`config.mk`:
```
export PLATFORM = sky130hd
export DESIGN_NAME = rcc_top
export DESIGN_NICKNAME = d
export VERILOG_FILES = /design/src/logic/rcc_pkg.sv /design/src/logic/rcc_top.sv
export SDC_FILE = /design/constraint.sdc
export NUM_CORES = 1
export LEC_CHECK = 0
export ABC_AREA = 0
export ABC_CLOCK_PERIOD_IN_PS = 3800
export BUFFER_PORTS_ARGS = -buffer_cell sky130_fd_sc_hd__buf_2
export CAP_MARGIN = 20
export CORE_MARGIN = 2
export CORE_UTILIZATION = 30
export CTS_CLUSTER_SIZE = 10
export DETAILED_ROUTE_END_ITERATION = 8
export PLACE_DENSITY = 0.55
export SETUP_SLACK_MARGIN = 0.3
export SYNTH_ARGS = -nofsm -noshare
export SYNTH_HDL_FRONTEND = slang
export SYNTH_SLANG_ARGS = --single-unit
```
`constraint.sdc`:
```
create_clock -name SYS_CLK -period 3.8 [get_ports SYS_CLK]
set_input_delay 0.76 -clock SYS_CLK [delete_from_list [all_inputs] [get_ports SYS_CLK]]
set_output_delay 0.76 -clock SYS_CLK [all_outputs]
set_load 0.005 [all_outputs]
```
`src/logic/rcc_pkg.sv`:
```
// Function
// [RULE1] Config bit 15 enables the clock and calendar module when one and disables it when zero.
// [RULE2] Config bit 14 is not implemented, reads zero and ignores writes.
// [RULE3] The value window high and low halves accept writes only while the write unlock bit 13 is one.
// [RULE4] Bit 12 reads one while a counter rollover may ripple through the value window, else zero.
// [RULE5] While the ripple flag is set, software reads twice and keeps the value only if both agree.
// [RULE6] Bit 11 reads one during the second half of each second and zero during the first half.
// [RULE7] Bit 11 is read-only and clears when the seconds half of the minutes and seconds pair is written.
// [RULE8] Bit 10 drives the module output onto its pin when one and disables it when zero.
// [RULE9] The two-bit window pointer in bits 9-8 decrements on each access of the high half, stopping at zero.
// [RULE10] Pointer maps high byte to minutes, weekday, month, reserved and low byte to seconds, hours, day, year.
// [RULE11] Only power-on reset clears the configuration register; other resets leave it unchanged.
// [RULE12] A write to the enable bit takes effect only while the write unlock bit is one.
// [RULE13] Write unlock can be set only in the cycle right after the 55h then aah key sequence; the code accepts it on the next write, any cycles later.
// [RULE14] The high byte of the window reads zero while the pointer is three.
package rcc_pkg;
  localparam logic [7:0] ADDR_CFG    = 8'h00;
  localparam logic [7:0] ADDR_VAL    = 8'h04;
  localparam logic [7:0] ADDR_KEY    = 8'h08;
  localparam logic [7:0] ADDR_STAT   = 8'h0c;
  localparam logic [7:0] ADDR_MASK   = 8'h10;
  localparam int         BIT_EN      = 15;
  localparam int         BIT_UNLOCK  = 13;
  localparam int         BIT_RIPPLE  = 12;
  localparam int         BIT_HALF    = 11;
  localparam int         BIT_OE      = 10;
  localparam int         BIT_PTR     = 8;
  localparam logic [7:0] KEY_FIRST   = 8'h55;
  localparam logic [7:0] KEY_SECOND  = 8'haa;
  localparam logic [1:0] RESP_OKAY   = 2'h0;
  localparam logic [1:0] RESP_SLVERR = 2'h2;
  localparam int         CLK_HZ      = 25000000;
  localparam int         HALF_SEC_MS = 500;
  localparam int         HALF_CYC    = CLK_HZ / 1000 * HALF_SEC_MS;
  localparam int         RIPPLE_CYC  = 32;
  localparam logic [7:0] MAX_SEC     = 8'h3b;
  localparam logic [7:0] MAX_MIN     = 8'h3b;
  localparam logic [7:0] MAX_HOUR    = 8'h17;
  localparam int         NUM_EVT     = 2;
  typedef enum logic [1:0] {KEY_IDLE, KEY_GOT1, KEY_OPEN} rcc_key_e;
  typedef struct packed {
    logic       en;
    logic       unlock;
    logic       oe;
    logic [1:0] ptr;
  } rcc_cfg_s;
  typedef struct packed {
    logic [7:0] year;
    logic [7:0] month;
    logic [7:0] day;
    logic [7:0] wday;
    logic [7:0] hour;
    logic [7:0] min;
    logic [7:0] sec;
  } rcc_time_s;
endpackage : rcc_pkg

```
`src/logic/rcc_top.sv`:
```
`timescale 1ns/1ps
`default_nettype none
module rcc_top #(
  parameter int HALF_CYCLES = rcc_pkg::HALF_CYC
) (
  input  wire logic        SYS_CLK,
  input  wire logic        RESET,
  input  wire logic        POR,
  input  wire logic [7:0]  AWADDR,
  input  wire logic        AWVALID,
  output logic             AWREADY,
  input  wire logic [31:0] WDATA,
  input  wire logic [3:0]  WSTRB,
  input  wire logic        WVALID,
  output logic             WREADY,
  output logic [1:0]       BRESP,
  output logic             BVALID,
  input  wire logic        BREADY,
  input  wire logic [7:0]  ARADDR,
  input  wire logic        ARVALID,
  output logic             ARREADY,
  output logic [31:0]      RDATA,
  output logic [1:0]       RRESP,
  output logic             RVALID,
  input  wire logic        RREADY,
  output logic             CLK_OUT,
  output logic             CLK_OUT_OE,
  output logic             IRQ
);
  // Config clears only on POR; RESET clears bus, key, status and mask state only
  rcc_pkg::rcc_cfg_s   cfg_ff, nxt_cfg;
  rcc_pkg::rcc_time_s  tm_ff, nxt_tm;
  rcc_pkg::rcc_key_e   key_ff, nxt_key;
  logic [31:0]         cnt_ff, nxt_cnt;
  logic                half_ff, nxt_half;
  logic [5:0]          rip_ff, nxt_rip;
  logic [1:0]          st_ff, nxt_st, msk_ff, nxt_msk;
  logic                aw_ff, nxt_aw, w_ff, nxt_w, bv_ff, nxt_bv, rv_ff, nxt_rv;
  logic [7:0]          awa_ff, nxt_awa;
  logic [31:0]         wd_ff, nxt_wd, rd_ff, nxt_rd;
  logic [3:0]          ws_ff, nxt_ws;
  logic [1:0]          br_ff, nxt_br, rr_ff, nxt_rr;
  logic                do_wr, do_rd, tick, sec_roll;
  logic [7:0]          win_hi, win_lo;
  logic [1:0]          evt;

  assign do_wr    = aw_ff && w_ff && !bv_ff;
  assign do_rd    = ARVALID && !rv_ff;
  assign tick     = cfg_ff.en && (cnt_ff == HALF_CYCLES - 1); // RULE1
  assign sec_roll = tick && half_ff;

  always_comb begin
    win_hi = 8'h00;
    win_lo = 8'h00;
    case (cfg_ff.ptr) // RULE10
      2'h0: begin
        win_hi = tm_ff.min;
        win_lo = tm_ff.sec;
      end
      2'h1: begin
        win_hi = tm_ff.wday;
        win_lo = tm_ff.hour;
      end
      2'h2: begin
        win_hi = tm_ff.month;
        win_lo = tm_ff.day;
      end
      default: begin
        win_hi = 8'h00; // RULE14
        win_lo = tm_ff.year;
      end
    endcase
  end

  // Bus handshake and response registers
  always_comb begin
    nxt_aw  = aw_ff;
    nxt_awa = awa_ff;
    nxt_w   = w_ff;
    nxt_wd  = wd_ff;
    nxt_ws  = ws_ff;
    nxt_bv  = bv_ff;
    nxt_br  = br_ff;
    nxt_rv  = rv_ff;
    nxt_rd  = rd_ff;
    nxt_rr  = rr_ff;
    if (AWVALID && AWREADY) begin
      nxt_aw  = 1'b1;
      nxt_awa = AWADDR;
    end
    if (WVALID && WREADY) begin
      nxt_w  = 1'b1;
      nxt_wd = WDATA;
      nxt_ws = WSTRB;
    end
    if (do_wr) begin
      nxt_aw = 1'b0;
      nxt_w  = 1'b0;
      nxt_bv = 1'b1;
      nxt_br = rcc_pkg::RESP_OKAY;
      if (awa_ff > rcc_pkg::ADDR_MASK || awa_ff[1:0] != 2'h0) begin
        nxt_br = rcc_pkg::RESP_SLVERR;
      end
    end else if (bv_ff && BREADY) begin
      nxt_bv = 1'b0;
    end
    if (do_rd) begin
      nxt_rv = 1'b1;
      nxt_rr = rcc_pkg::RESP_OKAY;
      nxt_rd = 32'h0000_0000; // RULE2
      if (ARADDR == rcc_pkg::ADDR_CFG) begin
        nxt_rd[rcc_pkg::BIT_EN]               = cfg_ff.en;
        nxt_rd[rcc_pkg::BIT_UNLOCK]           = cfg_ff.unlock;
        nxt_rd[rcc_pkg::BIT_RIPPLE]           = rip_ff != 6'h00; // RULE4
        nxt_rd[rcc_pkg::BIT_HALF]             = half_ff; // RULE6
        nxt_rd[rcc_pkg::BIT_OE]               = cfg_ff.oe;
        nxt_rd[rcc_pkg::BIT_PTR+1:rcc_pkg::BIT_PTR] = cfg_ff.ptr;
      end else if (ARADDR == rcc_pkg::ADDR_VAL) begin
        nxt_rd[15:0] = {win_hi, win_lo};
      end else if (ARADDR == rcc_pkg::ADDR_KEY) begin
        nxt_rd = 32'h0000_0000;
      end else if (ARADDR == rcc_pkg::ADDR_STAT) begin
        nxt_rd[1:0] = st_ff;
      end else if (ARADDR == rcc_pkg::ADDR_MASK) begin
        nxt_rd[1:0] = msk_ff;
      end else begin
        nxt_rr = rcc_pkg::RESP_SLVERR;
      end
    end else if (rv_ff && RREADY) begin
      nxt_rv = 1'b0;
    end
  end

  always_ff @(posedge SYS_CLK) begin
    if (RESET) begin
      aw_ff  <= 1'b0;
      awa_ff <= 8'h00;
      w_ff   <= 1'b0;
      wd_ff  <= 32'h0000_0000;
      ws_ff  <= 4'h0;
      bv_ff  <= 1'b0;
      br_ff  <= 2'h0;
      rv_ff  <= 1'b0;
      rd_ff  <= 32'h0000_0000;
      rr_ff  <= 2'h0;
    end else begin
      aw_ff  <= nxt_aw;
      awa_ff <= nxt_awa;
      w_ff   <= nxt_w;
      wd_ff  <= nxt_wd;
      ws_ff  <= nxt_ws;
      bv_ff  <= nxt_bv;
      br_ff  <= nxt_br;
      rv_ff  <= nxt_rv;
      rd_ff  <= nxt_rd;
      rr_ff  <= nxt_rr;
    end
  end

  // Config, key sequence, timekeeping and events
  always_comb begin
    logic wcfg, wval, rval;
    wcfg     = do_wr && awa_ff == rcc_pkg::ADDR_CFG && ws_ff[1];
    wval     = do_wr && awa_ff == rcc_pkg::ADDR_VAL;
    rval     = do_rd && ARADDR == rcc_pkg::ADDR_VAL;
    nxt_cfg  = cfg_ff;
    nxt_key  = key_ff;
    nxt_tm   = tm_ff;
    nxt_cnt  = cnt_ff;
    nxt_half = half_ff;
    nxt_rip  = rip_ff;
    nxt_st   = st_ff;
    nxt_msk  = msk_ff;
    evt      = 2'h0;
    // Key register only arms on exact back-to-back writes
    if (do_wr && awa_ff == rcc_pkg::ADDR_KEY && ws_ff[0]) begin
      if (wd_ff[7:0] == rcc_pkg::KEY_FIRST) begin
        nxt_key = rcc_pkg::KEY_GOT1;
      end else if (wd_ff[7:0] == rcc_pkg::KEY_SECOND && key_ff == rcc_pkg::KEY_GOT1) begin
        nxt_key = rcc_pkg::KEY_OPEN;
      end else begin
        nxt_key = rcc_pkg::KEY_IDLE;
      end
    end else if (do_wr) begin
      nxt_key = rcc_pkg::KEY_IDLE; // RULE13
    end
    if (wcfg) begin
      if (cfg_ff.unlock) begin
        nxt_cfg.en = wd_ff[rcc_pkg::BIT_EN]; // RULE12
      end
      if (!wd_ff[rcc_pkg::BIT_UNLOCK] || key_ff == rcc_pkg::KEY_OPEN) begin
        nxt_cfg.unlock = wd_ff[rcc_pkg::BIT_UNLOCK]; // RULE13
      end
      nxt_cfg.oe  = wd_ff[rcc_pkg::BIT_OE]; // RULE8
      nxt_cfg.ptr = wd_ff[rcc_pkg::BIT_PTR+1:rcc_pkg::BIT_PTR];
    end
    if (tick) begin
      nxt_cnt  = 32'h0000_0000;
      nxt_half = !half_ff; // RULE6
    end else if (cfg_ff.en) begin
      nxt_cnt = cnt_ff + 32'h0000_0001;
    end
    // Ripple warning covers the cycles around each rollover
    if (cfg_ff.en && cnt_ff >= HALF_CYCLES - rcc_pkg::RIPPLE_CYC && half_ff) begin
      nxt_rip = 6'(rcc_pkg::RIPPLE_CYC); // RULE4
    end else if (rip_ff != 6'h00) begin
      nxt_rip = rip_ff - 6'h01;
    end
    if (sec_roll) begin
      evt[0]     = 1'b1;
      nxt_tm.sec = tm_ff.sec + 8'h01;
      if (tm_ff.sec == rcc_pkg::MAX_SEC) begin
        nxt_tm.sec = 8'h00;
        nxt_tm.min = tm_ff.min + 8'h01;
        if (tm_ff.min == rcc_pkg::MAX_MIN) begin
          nxt_tm.min  = 8'h00;
          nxt_tm.hour = tm_ff.hour + 8'h01;
          if (tm_ff.hour == rcc_pkg::MAX_HOUR) begin
            nxt_tm.hour = 8'h00;
            evt[1]      = 1'b1;
          end
        end
      end
    end
    if (wval && cfg_ff.unlock) begin // RULE3
      case (cfg_ff.ptr)
        2'h0: begin
          if (ws_ff[1]) nxt_tm.min = wd_ff[15:8];
          if (ws_ff[0]) begin
            nxt_tm.sec = wd_ff[7:0];
            nxt_half   = 1'b0; // RULE7
            nxt_cnt    = 32'h0000_0000;
          end
        end
        2'h1: begin
          if (ws_ff[1]) nxt_tm.wday = wd_ff[15:8];
          if (ws_ff[0]) nxt_tm.hour = wd_ff[7:0];
        end
        2'h2: begin
          if (ws_ff[1]) nxt_tm.month = wd_ff[15:8];
          if (ws_ff[0]) nxt_tm.day = wd_ff[7:0];
        end
        default: begin
          if (ws_ff[0]) nxt_tm.year = wd_ff[7:0];
        end
      endcase
    end
    if ((rval || (wval && ws_ff[1])) && cfg_ff.ptr != 2'h0 && !wcfg) begin
      nxt_cfg.ptr = cfg_ff.ptr - 2'h1; // RULE9
    end
    if (do_wr && awa_ff == rcc_pkg::ADDR_MASK) begin
      nxt_msk = wd_ff[1:0];
    end
    if (do_wr && awa_ff == rcc_pkg::ADDR_STAT) begin
      nxt_st = st_ff & ~wd_ff[1:0];
    end
    nxt_st = nxt_st | evt;
  end

  always_ff @(posedge SYS_CLK) begin
    if (POR) begin // RULE11
      cfg_ff <= '0;
    end else begin
      cfg_ff <= nxt_cfg;
    end
  end

  always_ff @(posedge SYS_CLK) begin
    if (POR) begin
      tm_ff   <= '0;
      cnt_ff  <= 32'h0000_0000;
      half_ff <= 1'b0;
      rip_ff  <= 6'h00;
    end else begin
      tm_ff   <= nxt_tm;
      cnt_ff  <= nxt_cnt;
      half_ff <= nxt_half;
      rip_ff  <= nxt_rip;
    end
  end

  always_ff @(posedge SYS_CLK) begin
    if (RESET || POR) begin
      key_ff <= rcc_pkg::KEY_IDLE;
      st_ff  <= 2'h0;
      msk_ff <= 2'h0;
    end else begin
      key_ff <= nxt_key;
      st_ff  <= nxt_st;
      msk_ff <= nxt_msk;
    end
  end

  assign AWREADY    = !aw_ff;
  assign WREADY     = !w_ff;
  assign BVALID     = bv_ff;
  assign BRESP      = br_ff;
  assign ARREADY    = !rv_ff;
  assign RVALID     = rv_ff;
  assign RDATA      = rd_ff;
  assign RRESP      = rr_ff;
  assign CLK_OUT    = half_ff;
  assign CLK_OUT_OE = cfg_ff.oe; // RULE8
  assign IRQ        = |(st_ff & msk_ff);
  logic wcfg_c;
  assign wcfg_c = do_wr && awa_ff == rcc_pkg::ADDR_CFG && ws_ff[1];

  a_ptr_decr: assert property (@(posedge SYS_CLK) disable iff (RESET || POR) // RULE9
    (do_rd && ARADDR == rcc_pkg::ADDR_VAL && cfg_ff.ptr != 2'h0 && !do_wr)
      |=> cfg_ff.ptr == $past(cfg_ff.ptr) - 2'h1)
    else $error("pointer did not decrement");
  a_ptr_floor: assert property (@(posedge SYS_CLK) disable iff (RESET || POR) // RULE9
    (cfg_ff.ptr == 2'h0 && !do_wr) |=> cfg_ff.ptr == 2'h0)
    else $error("pointer wrapped below zero");
  a_en_locked: assert property (@(posedge SYS_CLK) disable iff (RESET || POR) // RULE12
    !cfg_ff.unlock |=> cfg_ff.en == $past(cfg_ff.en))
    else $error("enable changed while locked");
  a_val_locked: assert property (@(posedge SYS_CLK) disable iff (RESET || POR) // RULE3
    (!cfg_ff.unlock && !sec_roll) |=> tm_ff == $past(tm_ff))
    else $error("time changed while locked");
  a_unlock_key: assert property (@(posedge SYS_CLK) disable iff (RESET || POR) // RULE13
    $rose(cfg_ff.unlock) |-> $past(key_ff) == rcc_pkg::KEY_OPEN)
    else $error("unlock set without key");
  a_half_clear: assert property (@(posedge SYS_CLK) disable iff (RESET || POR) // RULE7
    (do_wr && awa_ff == rcc_pkg::ADDR_VAL && cfg_ff.unlock && cfg_ff.ptr == 2'h0 && ws_ff[0])
      |=> !half_ff)
    else $error("half flag not cleared");
  a_half_stop: assert property (@(posedge SYS_CLK) disable iff (RESET || POR) // RULE1
    (!cfg_ff.en && !do_wr) |=> $stable(half_ff) && $stable(tm_ff))
    else $error("clock ran while disabled");
  a_hi_resv: assert property (@(posedge SYS_CLK) disable iff (RESET || POR) // RULE14
    (do_rd && ARADDR == rcc_pkg::ADDR_VAL && cfg_ff.ptr == 2'h3) |=> RDATA[15:8] == 8'h00)
    else $error("reserved byte not zero");
  a_oe_pin: assert property (@(posedge SYS_CLK) disable iff (RESET || POR) // RULE8
    wcfg_c |=> CLK_OUT_OE == $past(wd_ff[rcc_pkg::BIT_OE]))
    else $error("pin enable not written");
  c_unlock: cover property (@(posedge SYS_CLK) $rose(cfg_ff.unlock));
  c_ptr_walk: cover property (@(posedge SYS_CLK) cfg_ff.ptr == 2'h3 ##[1:20] cfg_ff.ptr == 2'h0);
  c_irq: cover property (@(posedge SYS_CLK) $rose(IRQ));
endmodule : rcc_top
`default_nettype wire

```
==> metrics.md <==
| Metric | Value |
|---|---|
| Crit path buf inv count | 0 |
| Post-Route WL | 19300 microns |
| Initial DRT Pass Iterations | 6 |
| Critical Path, Cell by Cell | nor4_1, nand4_1, nor4_1, ha_1, and4_1, nand4_1, nor4_1, xnor2_1, a211oi_1 |
| Setup TNS Final | 0 ns |
| Tmin final | slightly above 3 ns |
| CTS tree | yes |
| Post-synthesis register bit count | 154 |
| I/O pin count | 104 |
| Setup Skew | between 0.01 and 0.015 ns |
| Final period utilization | 0.817 |
| Synth Cell Area | ~7500 sq um |
| Slowest stage delay, CP | a little under 0.5 ns |
| Cell with the most instances after synthesis | dfxtp_1 |
| Vias per cell | 5.06 |
| Nets | ~990 |
| Drt drc | 0 |
| Cell mode on critical path | nor4_1 |
| GR Overflow Total | 0 |
| Design Area, Final | around 8600 sq um |
| Setup Viol. Count Final | 0 |
| Fin. max-slew vios | 0 |
| Max VDD drop | about 0.00023 V |
| Crit Path Class | reg -> reg |
| Final Hold Vio Count | 0 |
| Worst path required time | 4.14 ns |
| DRT antenna net count | 0 |
| Synth top area share | 0.413 |
| Synth top area cells | dfxtp_1, nor2_1, mux2i_1 |
| Fmax | 322 MHz |
| Setup crit start kind | register |
| First-pass GRT wire length | 30700 microns |
| Antenna violations before repair | 0 |
| Synth Warn # | 0 |
| Placed Area | roughly 8000 sq um |
| Starting density of the core | 0.306 |
| Share of flip-flops with an asynchronous set or reset | 0 |
| Cells after synthesis | slightly below 900 |
| # rows | 57 |
| Slew HR | 0.358 |
| Avg Inst Size Synth | about 8.5 sq um |
| Setup Buffers After CTS | 0 |
| Post-DR wirelength/cell | 15.3 microns |
| Seq/Total Area, Yosys | 0.413 |
| Fillers | 2570 |
| Pin count of the biggest net entering global routing | 43 |
| Crit-path max FO | 6 |
| LEAKAGE | 3.35 nW |
| Total die area | 26100 sq um |
| Post-synth top area cell | dfxtp_1 |
| Setup crit end kind | register |
| Placed Instances | 1226 |
| Port Buf Inserts | 67 |
| Netlist cell types | 62 |
| Crit path arrival time | roughly 3.4 ns |
| Clock slew at reported path FFs | 0.06 ns |
| Vias | 6368 |
| Worst Max-Slew Pin Slew | 0.959 ns |
| Worst hold path type | reg -> reg |
| Clk sinks | 154 |
| Die height | 162 microns |
| Root buf cell | clkbuf_16 |
| PostCTS Resize Cnt | 0 |
| Total track usage | 0.148 |
| EDFF count, synth | 0 |
| DR iter-0 viols | 407 |
| Worst skew pair latency | 0.43 ns |
| Fin cells | between 1000 and 1500 |
| Vias in the first global route | 5831 |
| RSZ-0062 raised after global routing | false |
| H-tree levels | 4 |
| Share of cells above drive strength 1 | 0.140 |
| PwrDens | 434 nW/um^2 |
| Status | finished, final reports clean |
| Area Overhead vs Synth | 14.7% |
| Final HPWL DP | 13500 microns |
| Core ar. | 24400 sq um |
| CTS Buf Count | 17 |
| Max-cap viol count | 0 |
| Width of the die | 162 microns |
| CP delay by family, top | simple AND/OR/NAND/NOR gates |
| Most instantiated cells after synthesis | dfxtp_1, nor2_1, nand2_1, mux2i_1, a21oi_1 |
| Antenna cells | 0 |
| Post-synth top flop | dfxtp_1 |
| GPL Wtd Cong | 0.807 |
| CTS max path bufs | 2 |
| Critical Path Slowest Stage Cell | nor4_1 |
| Post-CTS Hold Buffers | 0 |
## area by class of cell
cell class	instances	area [sq um]	area share
flip-flops and latches	154	3080	0.360
well taps	324	405	0.0474
clock inverters	12	111	0.0130
clock buffers	20	467	0.0545
inverters	15	56.3	0.00658
repair buffers	79	423	0.0494
multi-input cells	655	4010	0.469
## worst min-delay path: stages, from the launching register on
cell and delay [ns]:
dfxtp_1 0.30, nand2_1 0.05, a21oi_1 0.05
## cells by family after synthesis
kind of cell,share of synthesized area
simple gates,0.280
flops,0.413
compound gates,0.117
buf+inv,0.0582
xor+xnor,0.0528
mux,0.0604
fa+ha+maj,0.0184
other cells,0.000503
## cells in the final DEF (no fill, tap or decap), types with 17 or more instances in the layout
cell type,Yosys,routed
a211oi_1,27,27
a21oi_1,43,43
buf_2,5,68
clkbuf_16,0,17
conb_1,1,18
dfxtp_1,154,154
mux2i_1,45,45
nand2_1,92,92
nand3_1,27,27
nand4_1,32,32
nor2_1,136,136
nor3_1,35,35
o21ai_0,17,17
xnor2_1,20,20
xor2_1,25,25
## power by group
part	switching (mW)	internal (mW)	total, mW	leakage, nW
Combinational	0.181	0.129	0.309	1.81
Clock	0.709	0.960	1.67	0.291
Sequential	0.0623	1.67	1.73	1.25
Total	0.952	2.76	3.71	3.35
## layer usage
layer,vias to the layer above,track usage,part of all wire
met5,-,0,0
met4,0,0.0503,0.013
met3,15,0.0266,0.040
met2,144,0.243,0.47
met1,3007,0.196,0.48
li1,3202,-,-
## state kept, by name (all words and copies together), names as in the netlist, 2 cells and up
register,flops
msk_ff,2
cnt_ff,32
wd_ff,16
ws_ff,2
rip_ff,6
tm_ff,56
awa_ff,8
cfg_ff,4
RDATA,16
key_ff,2
st_ff,2
## stage by stage
stage                     worst slack (ns)  hold slack [ns]  utilization  power (mW)
final                                0.695            0.446        0.351        3.71
after global routing                 0.324            0.478        0.351        3.86
after CTS                            0.698            0.453        0.351        3.75
after detailed placement             0.725            0.444        0.327        2.08
after global placement               0.722            0.441        0.327        2.08
after floorplan                       1.09            0.448            -        1.99
## worst paths after layout
path,from,cells after the start,slack (ns),end
setup / recovery,cnt_ff[28]$_SDFF_PP0_,9,0.70,tm_ff[23]$_SDFF_PP0_
hold reg to reg,RDATA[1]$_SDFFE_PP0P_,2,0.45,RDATA[1]$_SDFFE_PP0P_
setup reg to reg,cnt_ff[28]$_SDFF_PP0_,9,0.70,tm_ff[23]$_SDFF_PP0_
hold / removal,RDATA[1]$_SDFFE_PP0P_,2,0.45,RDATA[1]$_SDFFE_PP0P_
Power figures use the tool's default switching activity.
